<file path="config.mk">
export PLATFORM = sky130hd
export DESIGN_NAME = mfm_top
export DESIGN_NICKNAME = d
export VERILOG_FILES = /design/src/shared/mfm_pkg.sv /design/src/verilog/mfm_top.sv
export VERILOG_INCLUDE_DIRS = /design/src /design/src/shared
export SDC_FILE = /design/constraint.sdc
export NUM_CORES = 1
export LEC_CHECK = 0
export BUFFER_PORTS_ARGS = -buffer_cell sky130_fd_sc_hd__buf_2
export CAP_MARGIN = 25
export CORE_ASPECT_RATIO = 0.6
export CORE_MARGIN = 10
export CORE_UTILIZATION = 40
export DETAILED_ROUTE_END_ITERATION = 8
export PLACE_DENSITY = 0.59
export SYNTH_ARGS = -nofsm -noshare
export SYNTH_HDL_FRONTEND = slang
export SYNTH_SLANG_ARGS = --single-unit
</file>
<file path="constraint.sdc">
create_clock -name pclk -period 7 [get_ports pclk]
set_input_delay 0.35 -clock pclk [delete_from_list [all_inputs] [get_ports pclk]]
set_output_delay 0.35 -clock pclk [all_outputs]
set_load 0.02 [all_outputs]
</file>
<file path="src/shared/mfm_defines.svh">
/*
 * Constants of the muting fault monitor: register offsets, field positions,
 * reset values, fault codes and timing figures.
 * Assumes a 100 MHz pclk and a 1 ms supervision tick.
 */
`ifndef MFM_DEFINES_SVH
`define MFM_DEFINES_SVH

`define MFM_ADDR_CTRL 12'h000
`define MFM_ADDR_MASK 12'h004
`define MFM_ADDR_STATUS 12'h008
`define MFM_ADDR_INIT_MS 12'h00C
`define MFM_ADDR_OVR_MS 12'h010

`define MFM_CTRL_SEQ_BIT 0
`define MFM_CTRL_PAIRS_BIT 1
`define MFM_CTRL_PART_BIT 2
`define MFM_CTRL_REV_BIT 3
`define MFM_RST_CTRL 4'h0
`define MFM_RST_INIT_MS 16'h0FA0
`define MFM_RST_OVR_MS 16'h7530

`define MFM_ST_VALID_BIT 8
`define MFM_ST_MUTED_BIT 9
`define MFM_ST_OVR_BIT 10
`define MFM_ST_OUT_BIT 11

`define MFM_CODE_NONE 8'h00
`define MFM_CODE_INIT_TMO 8'h35
`define MFM_CODE_PAIR2_TMO 8'h36
`define MFM_CODE_WITHDRAWN 8'h37
`define MFM_CODE_SEQ_WRONG 8'h38
`define MFM_CODE_SWAP_12 8'h39
`define MFM_CODE_DEACT_1 8'h3C
`define MFM_CODE_DEACT_2 8'h3D
`define MFM_CODE_END_RISE 8'h3E
`define MFM_CODE_PERMIT_TMO 8'h3F
`define MFM_CODE_PERMIT_EARLY 8'h40
`define MFM_CODE_END_FIELD 8'h42
`define MFM_CODE_PRE_FIELD 8'h43
`define MFM_CODE_HALT_FIELD 8'h4B
`define MFM_CODE_HALT_SENSOR 8'h4C
`define MFM_CODE_HALT_TMO 8'h4D
`define MFM_CODE_PARTIAL 8'h50
`define MFM_CODE_SLAVE_OFF 8'h51
`define MFM_CODE_OVR_TMO 8'h5A

`define MFM_CLK_NS 10
`define MFM_TICK_NS 1000000
`define MFM_TICK_CYC (`MFM_TICK_NS / `MFM_CLK_NS)
`define MFM_PERMIT_S 300
`define MFM_PERMIT_MS (`MFM_PERMIT_S * 1000)
`define MFM_HALT_H 8
`define MFM_HALT_MS (`MFM_HALT_H * 3600 * 1000)

`endif

</file>
<file path="src/shared/mfm_pkg.sv">
/*
 * Types of the muting fault monitor.
 * Assumes mfm_defines.svh for all numeric constants other than the state encodings.
 */
package mfm_pkg;

    typedef enum logic [4:0] {
        MFM_IDLE = 5'h01,
        MFM_ACT = 5'h02,
        MFM_MUTED = 5'h04,
        MFM_ENDING = 5'h08,
        MFM_FAULT = 5'h10
    } mfm_state_t;

    typedef struct packed {
        logic rev;
        logic partial;
        logic pairs;
        logic seq;
    } mfm_ctrl_t;

    typedef struct packed {
        logic out_on;
        logic ovr;
        logic muted;
        logic valid;
        logic [7:0] code;
    } mfm_status_t;

endpackage

</file>
<file path="src/verilog/mfm_top.sv">
/*
 * Muting supervision and fault code latch with an APB register slave.
 * Assumes all inputs synchronous to pclk and four muting sensor inputs.
 */
`timescale 1ns/1ps
`include "mfm_defines.svh"

module mfm_top #(
    parameter int NB = 16,
    parameter int unsigned TICK_CYC = `MFM_TICK_CYC,
    parameter int unsigned PERMIT_MS = `MFM_PERMIT_MS,
    parameter int unsigned HALT_MS = `MFM_HALT_MS
) (
    input wire logic pclk, // System clock
    input wire logic presetn, // Async reset, low
    input wire logic psel, // APB select
    input wire logic penable, // APB enable
    input wire logic pwrite, // APB write
    input wire logic [11:0] paddr, // APB byte address
    input wire logic [31:0] pwdata, // APB write data
    output logic [31:0] prdata, // APB read data
    output logic pready, // APB ready
    output logic pslverr, // APB error
    input wire logic [3:0] muting_sensor, // Muting sensor signals
    input wire logic muting_permit, // Muting permit input
    input wire logic belt_stop_req, // Conveyor halt request
    input wire logic override_req, // Static override request
    input wire logic field_clear, // Protective field free
    input wire logic [NB-1:0] beam_blocked, // Per-beam interruption
    input wire logic slave_outputs_on, // Chained slave outputs on
    output logic safety_switch_outputs, // Safety outputs on
    output logic [7:0] fault_code, // Shown fault code
    output logic fault_valid, // Code present
    output logic muting_active, // Muting in force
    output logic override_timeout // Override timed out
);

    // ------------------------------------------------------------
    // Registers and bus
    // ------------------------------------------------------------
    mfm_pkg::mfm_ctrl_t ctrl;
    logic [NB-1:0] mute_mask;
    logic [15:0] init_ms_lim;
    logic [15:0] ovr_ms_lim;
    mfm_pkg::mfm_status_t status;
    mfm_pkg::mfm_state_t state;
    mfm_pkg::mfm_state_t next_state;
    logic [2:0] pos;
    logic [2:0] next_pos;
    logic dir;
    logic next_dir;
    logic [7:0] det;
    logic new_cycle;
    logic [7:0] code;
    logic valid;
    logic [3:0] ms_prev;
    logic field_prev;
    logic permit_prev;
    logic [3:0] rise;
    logic [3:0] fall;
    logic tick;
    logic [31:0] tick_cnt;
    logic [31:0] init_ms;
    logic [31:0] permit_ms;
    logic [31:0] halt_ms;
    logic [31:0] ovr_ms;
    logic ovr_expired;
    logic [2:0] ns;
    logic [2:0] end_cnt;
    logic halt;
    logic acc;

    assign acc = psel & penable & ~pready;
    assign status = '{out_on: safety_switch_outputs, ovr: override_timeout,
                      muted: muting_active, valid: fault_valid, code: fault_code};

    always_ff @(posedge pclk or negedge presetn) begin
        if (!presetn) begin
            pready <= 1'b0;
            pslverr <= 1'b0;
            prdata <= 32'h0000_0000;
        end else begin
            pready <= acc;
            pslverr <= 1'b0;
            prdata <= 32'h0000_0000;
            if (acc) begin
                if (paddr == `MFM_ADDR_CTRL) begin
                    prdata <= {28'h000_0000, ctrl};
                end else if (paddr == `MFM_ADDR_MASK) begin
                    prdata <= 32'(mute_mask);
                end else if (paddr == `MFM_ADDR_STATUS) begin
                    prdata <= {20'h0_0000, status};
                end else if (paddr == `MFM_ADDR_INIT_MS) begin
                    prdata <= {16'h0000, init_ms_lim};
                end else if (paddr == `MFM_ADDR_OVR_MS) begin
                    prdata <= {16'h0000, ovr_ms_lim};
                end else begin
                    pslverr <= 1'b1;
                end
            end
        end
    end

    always_ff @(posedge pclk or negedge presetn) begin
        if (!presetn) begin
            ctrl <= `MFM_RST_CTRL;
            mute_mask <= '0;
            init_ms_lim <= `MFM_RST_INIT_MS;
            ovr_ms_lim <= `MFM_RST_OVR_MS;
        end else if (psel && penable && pready && pwrite) begin
            if (paddr == `MFM_ADDR_CTRL) begin
                ctrl <= pwdata[3:0];
            end else if (paddr == `MFM_ADDR_MASK) begin
                mute_mask <= pwdata[NB-1:0];
            end else if (paddr == `MFM_ADDR_INIT_MS) begin
                init_ms_lim <= pwdata[15:0];
            end else if (paddr == `MFM_ADDR_OVR_MS) begin
                ovr_ms_lim <= pwdata[15:0];
            end
        end
    end

    // ------------------------------------------------------------
    // Millisecond tick and edges
    // ------------------------------------------------------------
    always_ff @(posedge pclk or negedge presetn) begin
        if (!presetn) begin
            tick_cnt <= 32'h0000_0000;
            tick <= 1'b0;
        end else if (tick_cnt >= TICK_CYC - 1) begin
            tick_cnt <= 32'h0000_0000;
            tick <= 1'b1;
        end else begin
            tick_cnt <= tick_cnt + 32'h0000_0001;
            tick <= 1'b0;
        end
    end

    always_ff @(posedge pclk or negedge presetn) begin
        if (!presetn) begin
            ms_prev <= 4'h0;
            field_prev <= 1'b1;
            permit_prev <= 1'b0;
        end else begin
            ms_prev <= muting_sensor;
            field_prev <= field_clear;
            permit_prev <= muting_permit;
        end
    end

    assign rise = muting_sensor & ~ms_prev;
    assign fall = ~muting_sensor & ms_prev;
    assign ns = ctrl.pairs ? 3'h4 : 3'h2;
    assign end_cnt = ctrl.pairs ? 3'h2 : 3'h1;
    assign halt = belt_stop_req & (state == mfm_pkg::MFM_MUTED);

    // Sensor index of sequence position p for a direction
    function automatic logic [1:0] pidx(input logic [2:0] p, input logic r, input logic tp);
        logic [1:0] last;
        last = tp ? 2'h3 : 2'h1;
        pidx = r ? last - p[1:0] : p[1:0];
    endfunction

    // ------------------------------------------------------------
    // Sequence supervision
    // ------------------------------------------------------------
    always_comb begin
        next_state = state;
        next_pos = pos;
        next_dir = dir;
        det = `MFM_CODE_NONE;
        new_cycle = 1'b0;
        case (state)
            mfm_pkg::MFM_IDLE: begin
                if (|rise) begin
                    new_cycle = 1'b1;
                    next_pos = 3'h1;
                    next_state = mfm_pkg::MFM_ACT;
                    if (rise[pidx(3'h0, 1'b0, ctrl.pairs)] && !(ctrl.seq && ctrl.rev)) begin
                        next_dir = 1'b0;
                    end else if (rise[pidx(3'h0, 1'b1, ctrl.pairs)] && !(ctrl.seq && !ctrl.rev)) begin
                        next_dir = 1'b1;
                    end else if (rise[pidx(3'h1, ctrl.rev, ctrl.pairs)]) begin
                        det = `MFM_CODE_SWAP_12;
                    end else begin
                        det = `MFM_CODE_SEQ_WRONG;
                    end
                end
            end
            mfm_pkg::MFM_ACT: begin
                if (!slave_outputs_on) begin
                    det = `MFM_CODE_SLAVE_OFF;
                end else if (|(fall & ms_prev)) begin
                    det = `MFM_CODE_WITHDRAWN;
                end else if (pos < ns && rise[pidx(pos, dir, ctrl.pairs)]) begin
                    next_pos = pos + 3'h1;
                end else if (pos + 3'h1 < ns && rise[pidx(pos + 3'h1, dir, ctrl.pairs)]) begin
                    det = `MFM_CODE_SWAP_12 + 8'(pos);
                end else if (ctrl.seq && |rise) begin
                    det = `MFM_CODE_SEQ_WRONG;
                end else if (!muting_permit && permit_prev) begin
                    det = `MFM_CODE_PERMIT_EARLY;
                end else if (!field_clear) begin
                    det = `MFM_CODE_PRE_FIELD;
                end else if (init_ms >= 32'(init_ms_lim)) begin
                    det = (ctrl.pairs && pos >= 3'h2) ? `MFM_CODE_PAIR2_TMO : `MFM_CODE_INIT_TMO;
                end else if (pos == ns && muting_permit) begin
                    next_state = mfm_pkg::MFM_MUTED;
                    next_pos = 3'h0;
                end
            end
            mfm_pkg::MFM_MUTED: begin
                if (!slave_outputs_on) begin
                    det = `MFM_CODE_SLAVE_OFF;
                end else if (halt) begin
                    if (field_clear != field_prev) begin
                        det = `MFM_CODE_HALT_FIELD;
                    end else if (muting_sensor != ms_prev) begin
                        det = `MFM_CODE_HALT_SENSOR;
                    end else if (halt_ms >= HALT_MS) begin
                        det = `MFM_CODE_HALT_TMO;
                    end
                end else if (ctrl.partial && |(beam_blocked & ~mute_mask)) begin
                    det = `MFM_CODE_PARTIAL;
                end else if (|fall) begin
                    if (fall[pidx(pos, dir, ctrl.pairs)]) begin
                        next_pos = pos + 3'h1;
                        if (pos + 3'h1 == end_cnt) begin
                            next_state = mfm_pkg::MFM_ENDING;
                            if (!field_clear) begin
                                det = `MFM_CODE_END_FIELD;
                            end
                        end
                    end else begin
                        det = (pos == 3'h0) ? `MFM_CODE_DEACT_1 : `MFM_CODE_DEACT_2;
                    end
                end
            end
            mfm_pkg::MFM_ENDING: begin
                if (|rise) begin
                    det = `MFM_CODE_END_RISE;
                end else if (muting_sensor == 4'h0) begin
                    next_state = mfm_pkg::MFM_IDLE;
                end
            end
            mfm_pkg::MFM_FAULT: begin
                if (muting_sensor == 4'h0) begin
                    next_state = mfm_pkg::MFM_IDLE;
                end
            end
            default: begin
                next_state = mfm_pkg::MFM_FAULT;
            end
        endcase
        if (det == `MFM_CODE_NONE && permit_ms == PERMIT_MS && tick) begin
            det = `MFM_CODE_PERMIT_TMO;
        end
        if (det != `MFM_CODE_NONE) begin
            next_state = mfm_pkg::MFM_FAULT;
        end
    end

    always_ff @(posedge pclk or negedge presetn) begin
        if (!presetn) begin
            state <= mfm_pkg::MFM_IDLE;
            pos <= 3'h0;
            dir <= 1'b0;
        end else begin
            state <= next_state;
            pos <= next_pos;
            dir <= next_dir;
        end
    end

    // ------------------------------------------------------------
    // Fault code latch
    // ------------------------------------------------------------
    always_ff @(posedge pclk or negedge presetn) begin
        if (!presetn) begin
            code <= `MFM_CODE_NONE;
            valid <= 1'b0;
        end else if (new_cycle) begin
            code <= det;
            valid <= det != `MFM_CODE_NONE;
        end else if (det != `MFM_CODE_NONE && !valid) begin
            code <= det;
            valid <= 1'b1;
        end
    end

    // ------------------------------------------------------------
    // Duration counters
    // ------------------------------------------------------------
    always_ff @(posedge pclk or negedge presetn) begin
        if (!presetn) begin
            init_ms <= 32'h0000_0000;
        end else if (next_state != mfm_pkg::MFM_ACT || state != mfm_pkg::MFM_ACT
                     || (ctrl.pairs && next_pos == 3'h2 && pos != 3'h2)) begin
            init_ms <= 32'h0000_0000;
        end else if (tick && init_ms != 32'hFFFF_FFFF) begin
            init_ms <= init_ms + 32'h0000_0001;
        end
    end

    always_ff @(posedge pclk or negedge presetn) begin
        if (!presetn) begin
            permit_ms <= 32'h0000_0000;
        end else if (!muting_permit) begin
            permit_ms <= 32'h0000_0000;
        end else if (tick && permit_ms <= PERMIT_MS) begin
            permit_ms <= permit_ms + 32'h0000_0001;
        end
    end

    always_ff @(posedge pclk or negedge presetn) begin
        if (!presetn) begin
            halt_ms <= 32'h0000_0000;
        end else if (!halt) begin
            halt_ms <= 32'h0000_0000;
        end else if (tick && halt_ms < HALT_MS) begin
            halt_ms <= halt_ms + 32'h0000_0001;
        end
    end

    always_ff @(posedge pclk or negedge presetn) begin
        if (!presetn) begin
            ovr_ms <= 32'h0000_0000;
            ovr_expired <= 1'b0;
        end else if (!override_req) begin
            ovr_ms <= 32'h0000_0000;
            ovr_expired <= 1'b0;
        end else if (ovr_ms >= 32'(ovr_ms_lim)) begin
            ovr_expired <= 1'b1;
        end else if (tick) begin
            ovr_ms <= ovr_ms + 32'h0000_0001;
        end
    end

    // ------------------------------------------------------------
    // Outputs
    // ------------------------------------------------------------
    always_ff @(posedge pclk or negedge presetn) begin
        if (!presetn) begin
            safety_switch_outputs <= 1'b0;
            muting_active <= 1'b0;
            fault_code <= `MFM_CODE_NONE;
            fault_valid <= 1'b0;
            override_timeout <= 1'b0;
        end else begin
            muting_active <= next_state == mfm_pkg::MFM_MUTED;
            safety_switch_outputs <= slave_outputs_on
                                     & (field_clear | (next_state == mfm_pkg::MFM_MUTED));
            override_timeout <= ovr_expired;
            fault_code <= ovr_expired ? `MFM_CODE_OVR_TMO : code;
            fault_valid <= ovr_expired | valid;
        end
    end

endmodule

</file>
### Word-level counts from Yosys, hierarchy flattened

Index checks and enable logic that the tools add are counted.

| word-level totals | value |
|---|---|
| input bits | 74 |
| logic and storage cells | 255 |
| register bits | 284 |
| output and inout port bits | 46 |

| operators by class | value |
|---|---|
| bitwise gates (word level) | 17 |
| equal/unequal tests | 25 |
| reductions and logical operators | 47 |
| add/subtract/negate cells | 10 |
| magnitude comparators | 13 |
| multiplexer cells | 113 |

Operators with widths:

| operator | count |
|---|---|
| 2-to-1 mux 32 bit | 12 |
| adder 32 x 1 -> 32 bit, second input constant | 5 |
| 2-to-1 mux 5 bit | 19 |
| 2-to-1 mux 7 bit | 12 |
| 2-to-1 mux 8 bit | 9 |
| greater-or-equal comparator 32 x 16 -> 1 bit | 2 |
| 2-to-1 mux 16 bit | 4 |
| 2-to-1 mux 3 bit | 16 |
| equality test 32 x 19 -> 1 bit, second input constant | 1 |
| greater-or-equal comparator 32 x 17 -> 1 bit, second input constant | 1 |
| greater-or-equal comparator 32 x 25 -> 1 bit, second input constant | 1 |
| <= comparator 32 x 19 -> 1 bit, second input constant | 1 |
| less-than comparator 32 x 25 -> 1 bit, second input constant | 1 |
| != test 32 bit, second input constant | 1 |
| case mux 8 bit (4 select lines) | 1 |
| 2-to-1 mux 6 bit | 5 |
| case mux 5 bit (5 select lines) | 1 |
| equality test 12 x 4 -> 1 bit, second input constant | 2 |
| logical AND 1 bit | 22 |
| 2-to-1 mux 1 bit | 22 |
| AND 16 bit | 1 |
| NOT 16 bit | 1 |
| OR reduction 16 bit | 1 |
| AND 4 bit | 3 |
| 43 further kinds | 81 |

### Logic depth before layout (Yosys ltp)

Gate-level depths: netlist (run 1).

| logic depth | value |
|---|---|
| word-level depth | 22 |
| depth in mapped cells | 16 |
| depth with buffers taken out | 13 |

### Worst setup path after synthesis (run 1)

Ideal clock, no wire load.

| timing path | value |
|---|---|
| path kind | register to register |
| start point | register pos[0] |
| end point | register code[1] |
| path buffers | 2 |
| data required time | 6.872 ns |
| arrival | 3.557 ns |
| period minus slack after synthesis | 3.685 ns |
| cell stages (with the launch flop) | 16 |
| slack | 3.315 ns |
| setup time | 0.128 ns |
| cell sequence | dfrtp_1 -> buf_2 -> inv_1 -> ha_1 -> inv_1 -> ha_1 -> mux2i_1 -> o22ai_1 -> o21a_4 -> or2_4 -> nor4b_2 -> o211ai_1 -> a311o_1 -> buf_6 -> a21oi_4 -> mux2_1 |

| on the way | value |
|---|---|
| word-level cells in the longest chain between the ends | 19 |
| elaborated cells between the ends (all ways) | 46 |
| those cells by class | 4 x add/sub; 3 x order compare; 1 x eq/ne; 28 x mux; 10 x reduce/logical |

RTL lines:

| item | line | text |
|---|---|---|
| start: declaration | mfm_top.sv:48 | `logic [2:0] pos;` |
| start signal: assignment | mfm_top.sv:270 | `pos <= next_pos;` |
| branches (longest 11 deep; another with adder 3 x 1 -> 3 bit) | -- |  |
| case mux 8 bit (4 select lines) * | mfm_top.sv:173 | `case (state)` |
| logical NOT 8 bit (no source line) | -- |  |
| logical AND 1 bit (2 in a row) | mfm_top.sv:255 | `` if (det == `MFM_CODE_NONE && permit_ms == PERMIT_MS && tick) begin `` |
| 2-to-1 mux 8 bit * | mfm_top.sv:255 |  |
| nonzero test 8 bit (no source line) | -- |  |
| logical AND 1 bit | mfm_top.sv:285 | `` end else if (det != `MFM_CODE_NONE && !valid) begin `` |
| nonzero test 2 bit (no source line) | -- |  |
| end signal: assignment | mfm_top.sv:280 | `` code <= `MFM_CODE_NONE; `` |
| end signal: assignment | mfm_top.sv:283 | `code <= det;` |
| end signal: assignment | mfm_top.sv:286 | `code <= det;` |
| end: declaration | mfm_top.sv:54 | `logic [7:0] code;` |

Mark *: on every way between the ends. The select of a mux whose other input is x is not followed.
A chain may end at the register's enable or synchronous reset.

### Worst setup path in the final report (run 1)

| timing path | value |
|---|---|
| start point | register pos[0] |
| end point | register init_ms[31] |

| on the way | value |
|---|---|
| word-level cells in the longest chain between the ends | 22 |
| elaborated cells between the ends (all ways) | 86 |
| those cells by class | 4 x add/sub; 3 x order compare; 5 x eq/ne; 60 x mux; 14 x reduce/logical |

RTL lines:

| item | line | text |
|---|---|---|
| branches (longest 20 deep; another with adder 3 x 1 -> 3 bit) | -- |  |
| logical OR 1 bit * | mfm_top.sv:298 | `\|\| (ctrl.pairs && next_pos == 3'h2 && pos != 3'h2)) begin` |
| 2-to-1 mux 32 bit or nonzero test 2 bit (tied branches) | -- |  |
| end signal: assignment | mfm_top.sv:301 | `init_ms <= init_ms + 32'h0000_0001;` |
| end: declaration | mfm_top.sv:63 | `logic [31:0] init_ms;` |

Marked as above.

==> flow_metrics.tcl, run 1 <==
set metrics [dict create \
    ff2ff_setup_slack_ns 2.19 \
    fin_area_um2 15600 \
    combPwrFrac 0.093 \
    p_leak_nw 7.10 \
    setup-tns-final_ns 0 \
    area_growth_syn_to_layout_pct 14.0 \
    synth_edf_count 0 \
    cts.path.max_buffers 3 \
    path_cells "inv_1 > ha_1 > inv_1 > ha_1 > mux2i_1 > o22ai_1 > o21a_4 > or2_4 > o41ai_2 > o221ai_1 > a2111oi_0 > a2111o_4 > nor2_1" \
    drt-initial-drc-count 949 \
    hold_path.class "in2reg" \
    rows 52 \
    via_count 10400 \
    antenna_found_initial 3 \
    synth_seq_cells 266 \
    fmax_ghz 0.208 \
    grt_overflow 0 \
    ant_nets 0 \
    ios 120 \
    clk_pin_slew_ns 0.07 \
    worstHoldPathCells 3 \
    fin_crit_sh 0.687 \
    r2r_cells 13 \
    min_to "ovr_ms_lim[13]$_DFFE_PN1P_" \
    grt_start_max_net_pins 83 \
    r2r_end "init_ms[31]$_DFFE_PN0P_" \
    synth.cell_area_um2 13700 \
    p_clk_frac 0.441 \
    postCtsHoldBufs 6 \
    reg2reg_from "pos[0]$_DFF_PN0_" \
    vdd_drop_max_mv 0.179 \
    clock_sinks 266 \
    root_buffer "clkbuf_16" \
    die_h_um 163 \
    multi_input_area_um2 6510 \
    cts_setup_buffers 0 \
    synth_top_cells_by_area "dfrtp_1 46%, ha_1 4.9%, nor2_1 3.5%" \
    seq_area_frac_synth 0.488 \
    layout_commonest_cell "dfrtp_1" \
    yosysTopAreaCellShare 0.459 \
    worst_pin_slew_ns 1.03 \
    track_usage 0.167 \
    cts_resized 0 \
    end_kind "flip-flop" \
    routedWlPerCell_um 18.1 \
    worst_slack_ns 2.19 \
    relSlewSlack 0.306 \
    place_ws_ns 2.24 \
    yosys.area.top_type "dfrtp_1" \
    drc 0 \
    hpwlAfterDp_mm 26.2 \
    nFillCells 3270 \
    path_max_fanout 32 \
    cap_violations 0 \
    p_seq_frac 0.466 \
    synth_cell_type_count 82 \
    cts_made_buffers 26 \
    rsz0062_at_grt "false" \
    core_um2 33700 \
    finalHoldViolCount 0 \
    final_cell_mix "251 x dfrtp_1, 127 x nor2_1, 108 x nand2_1, 85 x buf_2, 78 x inv_1" \
    h-tree-depth 1 \
    die-area_um2 42200 \
    fin_crit_ns 4.81 \
    slowest_delay_ns 0.92 \
    die_w_um 259 \
    cp.arrival_ns 5.21 \
    gp_routability_congestion 0.874 \
    crit_required_ns 7.41 \
    floorplan.initialDensity 0.406 \
    holdCritStartpoint "pwdata[13]" \
    synth.avg_cell_area_um2 9.99 \
    status "finished clean" \
    internal_power_mw 2.62 \
    via_per_inst 5.31 \
    setup_viol 0 \
    dr.pass1.iters 9 \
    grt_pass1_wl_mm 57.0 \
    cts_tree "yes" \
    p_sw_frac 0.250 \
    clk-insertion-delay-late_ns 0.55 \
    crit_type "reg2reg" \
    place.port_buffers 86 \
    power_density_nw_per_um2 224 \
    start_kind "flip-flop" \
    final_nets 1602 \
    synth_cells 1368 \
    ys_warn_count 0 \
    grt_pass1_vias 9942 \
    drt-total-wl_mm 35.3 \
    dpl-instance-area_um2 14600 \
    synth-async-reset-ratio 1.00 \
    crit_path_top_delay_cell "a2111oi_0" \
    switchingPower_uw 871 \
    fin_skew_ns 0.0199 \
    drive_above_1_share 0.165 \
    synth_ff_type "dfrtp_1" \
    seqCellArea_um2 6680 \
    drv_slew 0 \
]
-- flip-flops by register name, indices dropped and copies added (netlist names), 3 cells and up --
| signal | flops |
|---|---|
| init_ms | 32 |
| prdata | 16 |
| ms_prev | 4 |
| permit_ms | 32 |
| ovr_ms_lim | 16 |
| code | 7 |
| mute_mask | 16 |
| init_ms_lim | 16 |
| tick_cnt | 32 |
| fault_code | 7 |
| ovr_ms | 32 |
| pos | 3 |
| halt_ms | 32 |
| state | 5 |
| ctrl | 4 |
-- cells in the mapped netlist (5+ instances only) --
master / count
dfrtp_1: 251
nor2_1: 128
nand2_1: 108
inv_1: 78
o21ai_0: 57
ha_1: 54
a21oi_1: 49
xor2_1: 45
nand3_1: 43
mux2_2: 38
nor3_1: 37
xnor2_1: 37
and2_1: 33
nand4_1: 30
nor2_2: 30
and3_1: 28
clkbuf_1: 27
nor4_1: 24
nor2b_1: 19
or3_1: 19
buf_4: 17
dfstp_2: 15
mux2i_1: 15
o22ai_1: 13
a31oi_1: 10
a222oi_1: 9
nand2b_1: 9
or2_2: 9
or4_1: 9
a21o_1: 8
a221oi_1: 7
and4_1: 7
a2111oi_0: 6
o31ai_1: 6
buf_6: 5
-- cell families after synthesis --
| logic type | count (synthesis) | synth area share |
|---|---|---|
| AND/OR/NAND/NOR | 559 | 0.213 |
| multiplexers | 57 | 0.0464 |
| AO/OA/AOI/OAI | 214 | 0.105 |
| buffers and inverters | 135 | 0.0448 |
| adder cells (fa/ha/maj) | 54 | 0.0494 |
| other | 1 | 0.000274 |
| flip-flops | 266 | 0.488 |
| XOR/XNOR | 82 | 0.0525 |
-- how the worst max path moves through the flow --
| stage | from | depth (start not counted) | slack [ns] | end |
|---|---|---|---|---|
| 3_3_place_gp | pos[0]$_DFF_PN0_ | 13 | 2.23 | init_ms[31]$_DFFE_PN0P_ |
| 5_1_grt | pos[0]$_DFF_PN0_ | 13 | 1.87 | init_ms[0]$_DFFE_PN0P_ |
| 4_1_cts | pos[0]$_DFF_PN0_ | 13 | 2.24 | init_ms[31]$_DFFE_PN0P_ |
| 6_report | pos[0]$_DFF_PN0_ | 13 | 2.19 | init_ms[31]$_DFFE_PN0P_ |
| 2_1_floorplan | pos[0]$_DFF_PN0_ | 15 | 3.32 | code[1]$_DFFE_PN0P_ |
| 3_5_place_dp | pos[0]$_DFF_PN0_ | 13 | 2.24 | init_ms[31]$_DFFE_PN0P_ |
-- critical path: cells and delay by family (launching register included) --
family,cells,cell delay [ns]
compound gates,6,2.44
fa+ha+maj,2,0.74
flops,1,0.69
simple gates,2,0.40
mux,1,0.19
buf+inv,2,0.18
-- per-stage QoR --
stage / std cells / util / hold slack [ns] / power [mW]
after global routing: 1954 / 0.463 / 0.0184 / 3.64
after CTS: 1951 / 0.462 / 0.00487 / 3.54
after floorplan: 1399 / - / 0.0544 / 1.85
after detailed placement: 1897 / 0.432 / 0.384 / 1.97
after global placement: 1897 / 0.432 / 0.383 / 1.97
final: 1954 / 0.463 / 0.0335 / 3.49
-- layer usage --
layer	global-route usage	routed length, um	up-vias
met1	0.255	17900	5086
met2	0.236	14700	261
met4	0.0309	519	0
met3	0.0359	2140	36
met5	0	0	-
li1	-	-	4990
-- power groups by stage --
stage                     clock network, mW  registers (mW)  logic (mW)
after global routing                   1.65            1.63       0.361
final                                  1.54            1.62       0.325
after global placement                    0            1.65       0.320
after CTS                              1.59            1.62       0.325
after floorplan                           0            1.65       0.201
after detailed placement                  0            1.65       0.320
-- cell type report --
class	instances	area share
flip-flops and latches	266	0.428
multi-input cells	998	0.417
clock buffers	38	0.0498
repair buffers	103	0.0377
well taps	459	0.0368
inverters	79	0.0190
clock inverters	10	0.0109
diodes	1	0.000161
Power figures use the tool's default switching activity.
==> inputs of run 2 (changes only) <==
- clock period: 7 -> 4.5 ns (I/O delays scaled with it)
==> flow_metrics.tcl, run 2 (synthesis gave the netlist of run 1 again) <==
set metrics [dict create \
    vdd_drop_max_mv 0.253 \
    floorplan.initialDensity 0.406 \
    status "finished clean" \
    finalHoldViolCount 0 \
    cts_setup_buffers 0 \
    drc 0 \
    path_max_fanout 32 \
    p_seq_frac 0.474 \
    root_buffer "clkbuf_16" \
    relSlewSlack 0.350 \
    p_sw_frac 0.251 \
    core_um2 33700 \
    fin_crit_ns 4.21 \
    crit_required_ns 4.92 \
    cts.path.max_buffers 3 \
    final_cell_mix "251 x dfrtp_1, 127 x nor2_1, 108 x nand2_1, 85 x buf_2, 78 x inv_1" \
    drive_above_1_share 0.162 \
    cts_tree "yes" \
    grt_overflow 0 \
    clk-insertion-delay-late_ns 0.56 \
    ios 120 \
    drv_slew 0 \
    internal_power_mw 3.97 \
    n_antenna_cell 0 \
    ant_nets 0 \
    fin_skew_ns 0.0174 \
    die_h_um 163 \
    rsz0062_at_grt "false" \
    setup_viol 0 \
    clk_pin_slew_ns 0.06 \
    final_util 0.467 \
    fin_crit_sh 0.935 \
    h-tree-depth 1 \
    die_w_um 259 \
    gp_routability_congestion 0.894 \
    antenna_found_initial 1 \
    grt_start_max_net_pins 115 \
    die-area_um2 42200 \
    crit_type "reg2reg" \
    rows 52 \
    drt-initial-drc-count 880 \
    via_per_inst 5.27 \
    p_clk_frac 0.423 \
    dpl.cell_count 1902 \
    power_density_nw_per_um2 337 \
    p_leak_nw 7.17 \
    hpwlAfterDp_mm 26.2 \
    via_count 10400 \
    worstHoldPathCells 2 \
    place.port_buffers 86 \
    clock_sinks 266 \
    end_kind "flip-flop" \
    start_kind "flip-flop" \
    layout_commonest_cell "dfrtp_1" \
    hold_path.class "in2reg" \
    combPwrFrac 0.102 \
    fmax_ghz 0.238 \
    cap_violations 0 \
    grt_pass1_wl_mm 56.6 \
    r2r_cells 12 \
    routedWlPerCell_um 17.9 \
    p_total_mw 5.30 \
    setup-tns-final_ns 0 \
    fin_cells 1971 \
    worst_pin_slew_ns 0.967 \
    track_usage 0.165 \
    cp.arrival_ns 4.63 \
    cts_made_buffers 26 \
    switchingPower_mw 1.33 \
    nFillCells 3240 \
    drt-total-wl_mm 35.4 \
    grt_pass1_vias 10000 \
    final_nets 1622 \
    dr.pass1.iters 6 \
    area_growth_syn_to_layout_pct 15.1 \
]
run 2: changes by cell type in the layout (fill, tap and decap cells not counted), sizes merged:
cell | before | now
diode | 1 | 0
inv | 79 | 78
dlygate4sd3 | 6 | 23
bufinv | 4 | 2
clkinvlp | 1 | 0
clkbuf | 39 | 40
buf | 96 | 100
run 2: path summary, 6_finish.rpt:
check                                             endpoint           startpoint  slack [ns]
setup / recovery                    init_ms[0]$_DFFE_PN0P_  ctrl[1]$_DFFE_PN0P_        0.29
hold reg to reg                    fault_code[4]$_DFF_PN0_  code[4]$_DFFE_PN0P_        0.46
max in group asynchronous           halt_ms[5]$_DFFE_PN0P_              presetn        3.03
setup reg to reg                    init_ms[0]$_DFFE_PN0P_  ctrl[1]$_DFFE_PN0P_        0.29
hold / removal             safety_switch_outputs$_DFF_PN0_     slave_outputs_on        0.06
min in group asynchronous           tick_cnt[21]$_DFF_PN0_              presetn        0.32
run 2: per-layer routing:
metal | global-route usage | wire, um | vias to the layer above
met4 | 0.0362 | 714 | 0
met3 | 0.0287 | 2450 | 38
li1 | - | - | 5047
met2 | 0.239 | 14800 | 253
met5 | 0 | 0 | -
met1 | 0.251 | 17500 | 5057
run 2: critical path, cell delays in order (launching register included):
cell and delay (ns):
dfrtp_1 0.44, inv_1 0.21, ha_1 0.48, nor4bb_1 0.08, a2111oi_0 0.51, o21a_1 0.36, nand3_1 0.17, o2bb2ai_1 0.39
mux2i_1 0.13, a2111oi_0 0.69, a2111o_4 0.30, buf_12 0.23, nor2_1 0.09
run 2: power by group through the flow:
stage | clock network [mW] | logic (mW) | registers, mW
after global routing | 2.40 | 0.594 | 2.52
after CTS | 2.31 | 0.543 | 2.51
after global placement | 0 | 0.521 | 2.56
after floorplan | 0 | 0.312 | 2.56
final | 2.24 | 0.542 | 2.51
after detailed placement | 0 | 0.522 | 2.56
run 2: repair_timing:
item                      CTS  global route
resized for setup           0             0
hold endpoints to repair  157             0
hold buffers               23             0
run 2: final cells by class:
type                            instances  area [um^2]  area share
Sequential cell                       266         6680       0.424
Clock inverter                          6         91.3     0.00581
Multi-Input combinational cell        998         6510       0.414
Timing Repair Buffer                  123          801      0.0509
Tap cell                              459          574      0.0365
Clock buffer                           40          783      0.0498
Inverter                               79          297      0.0189
run 2: through the flow:
step | worst slack (ns) | hold WS [ns] | cell area (um^2)
2_1_floorplan | 0.815 | -0.0706 | 13800
3_3_place_gp | 0.575 | 0.352 | 14600
3_5_place_dp | 0.417 | 0.357 | 14600
4_1_cts | 0.405 | 0.0260 | 15700
5_1_grt | 0.167 | 0.0530 | 15700
6_report | 0.294 | 0.0568 | 15700
==> inputs of run 3 (changes only) <==
- CORE_UTILIZATION: 40 -> 25
- PLACE_DENSITY: 0.59 -> 0.42
==> flow_metrics.tcl, run 3 (synthesis gave the netlist of run 1 again) <==
set metrics [dict create \
    status "finished clean" \
    ant_nets 0 \
    hpwlAfterDp_mm 29.5 \
    dr.pass1.iters 5 \
    drive_above_1_share 0.168 \
    start_kind "flip-flop" \
    grt_start_max_net_pins 100 \
    core_um2 54200 \
    cp.arrival_ns 4.55 \
    startpoint "ctrl[1]$_DFFE_PN0P_" \
    crit_required_ns 4.99 \
    p_leak_nw 7.26 \
    ios 120 \
    end_kind "flip-flop" \
    die-area_um2 64700 \
    gp_routability_congestion 0.869 \
    reg2reg_from "ctrl[1]$_DFFE_PN0P_" \
    r2r_end "init_ms[7]$_DFFE_PN0P_" \
    path_max_fanout 11 \
    fin_crit_sh 0.901 \
    final_util 0.300 \
    crit_type "reg2reg" \
    power_density_nw_per_um2 341 \
    fin_crit_ns 4.06 \
    place.port_buffers 86 \
    antenna_found_initial 3 \
    setup_viol 0 \
    cts_made_buffers 29 \
    drt-initial-drc-count 656 \
    root_buffer "clkbuf_16" \
    via_per_inst 4.65 \
    cts.path.max_buffers 3 \
    die_h_um 201 \
    p_total_mw 5.53 \
    r2r_cells 13 \
    finalHoldViolCount 0 \
    relSlewSlack 0.356 \
    worst_pin_slew_ns 0.956 \
    drt-total-wl_mm 39.9 \
    final_nets 1632 \
    grt_pass1_vias 10400 \
    rsz0062_at_grt "false" \
    final_cell_mix "251 x dfrtp_1, 127 x nor2_1, 108 x nand2_1, 86 x buf_2, 78 x inv_1" \
    track_usage 0.121 \
    die_w_um 322 \
    vdd_drop_max_mv 0.242 \
    fin_skew_ns 0.0149 \
    crit_end "init_ms[7]$_DFFE_PN0P_" \
    setup-tns-final_ns 0 \
    h-tree-depth 1 \
    worst_slack_ns 0.444 \
    hold_path.class "in2reg" \
    drv_slew 0 \
    fmax_ghz 0.247 \
    clock_sinks 266 \
    grt_pass1_wl_mm 62.8 \
    ff2ff_setup_slack_ns 0.44 \
    place_ws_ns 0.486 \
    rows 66 \
    area_growth_syn_to_layout_pct 18.7 \
    cts_resized 0 \
    clk-insertion-delay-late_ns 0.56 \
    routedWlPerCell_um 17.8 \
    drc 0 \
    cts_tree "yes" \
    cap_violations 0 \
    floorplan.initialDensity 0.252 \
    layout_commonest_cell "dfrtp_1" \
    via_count 10400 \
    grt_overflow 0 \
    clk_pin_slew_ns 0.07 \
]
## run 3: cell count changes in the layout (fill, tap and decap cells not counted), moves of 2 or more
cell	before	now
clkbuf_1	6	8
clkbuf_16	26	29
buf_4	12	15
clkbuf_8	8	5
buf_12	2	5
clkinv_2	3	6
## run 3: layer usage
metal  vias to the layer above  part of all wire  global-route usage
li1                       5061                 -                   -
met1                      5108              0.54               0.192
met2                       213              0.38               0.159
met3                        40             0.056              0.0284
met4                         2             0.016              0.0264
met5                         -           0.00050                   0
## run 3: report_power, final
part	leakage [nW]	switching [mW]	internal (mW)
clock	0.473	1.02	1.44
combinational	3.29	0.350	0.208
sequential	3.49	0.0559	2.46
## run 3: metrics by stage
| stage | hold WS, ns | cell area (um^2) | std cells |
|---|---|---|---|
| global route | 0.0575 | 16200 | 2241 |
| global placement | 0.336 | 15000 | 2163 |
| floorplan | -0.0706 | 13800 | 1399 |
| CTS | 0.0284 | 16200 | 2240 |
| detailed placement | 0.333 | 15000 | 2164 |
| finish | 0.0621 | 16200 | 2241 |
## run 3: cell type report
class | count | area, um^2
Inverter | 79 | 297
Timing Repair Buffer | 130 | 888
Antenna cell | 1 | 2.50
Multi-Input combinational cell | 998 | 6510
Tap cell | 714 | 893
Sequential cell | 266 | 6680
Clock inverter | 11 | 136
Fill cell | 5718 | 37900
Clock buffer | 42 | 825
## run 3: worst max-delay path, cell delays in order, from the launching register on
cell and delay, ns:
dfrtp_1 0.44, inv_1 0.18, ha_1 0.45, nor4bb_1 0.09
a2111oi_0 0.52, o21a_1 0.35, nand3_1 0.17, o2bb2ai_1 0.41
mux2i_1 0.23, a2111oi_0 0.08, buf_4 0.17, a2111o_4 0.59
buf_12 0.19, nor2_2 0.10
## run 3: timing repair
item                       in CTS  in global routing
setup endpoints to repair       0                  0
hold buffers                   23                  0
buffers inserted                0                  0
hold endpoints to repair      150                  0
## run 3: how the worst min path moves through the flow
stage | startpoint | to | cells after the start
6_report | override_req | ovr_ms[16]$_DFFE_PN0P_ | 3
5_1_grt | slave_outputs_on | safety_switch_outputs$_DFF_PN0_ | 2
4_1_cts | override_req | ovr_ms[16]$_DFFE_PN0P_ | 3
3_5_place_dp | presetn | tick_cnt[27]$_DFF_PN0_ | 1
3_3_place_gp | presetn | tick_cnt[31]$_DFF_PN0_ | 1
2_1_floorplan | presetn | code[0]$_DFFE_PN0P_ | 0
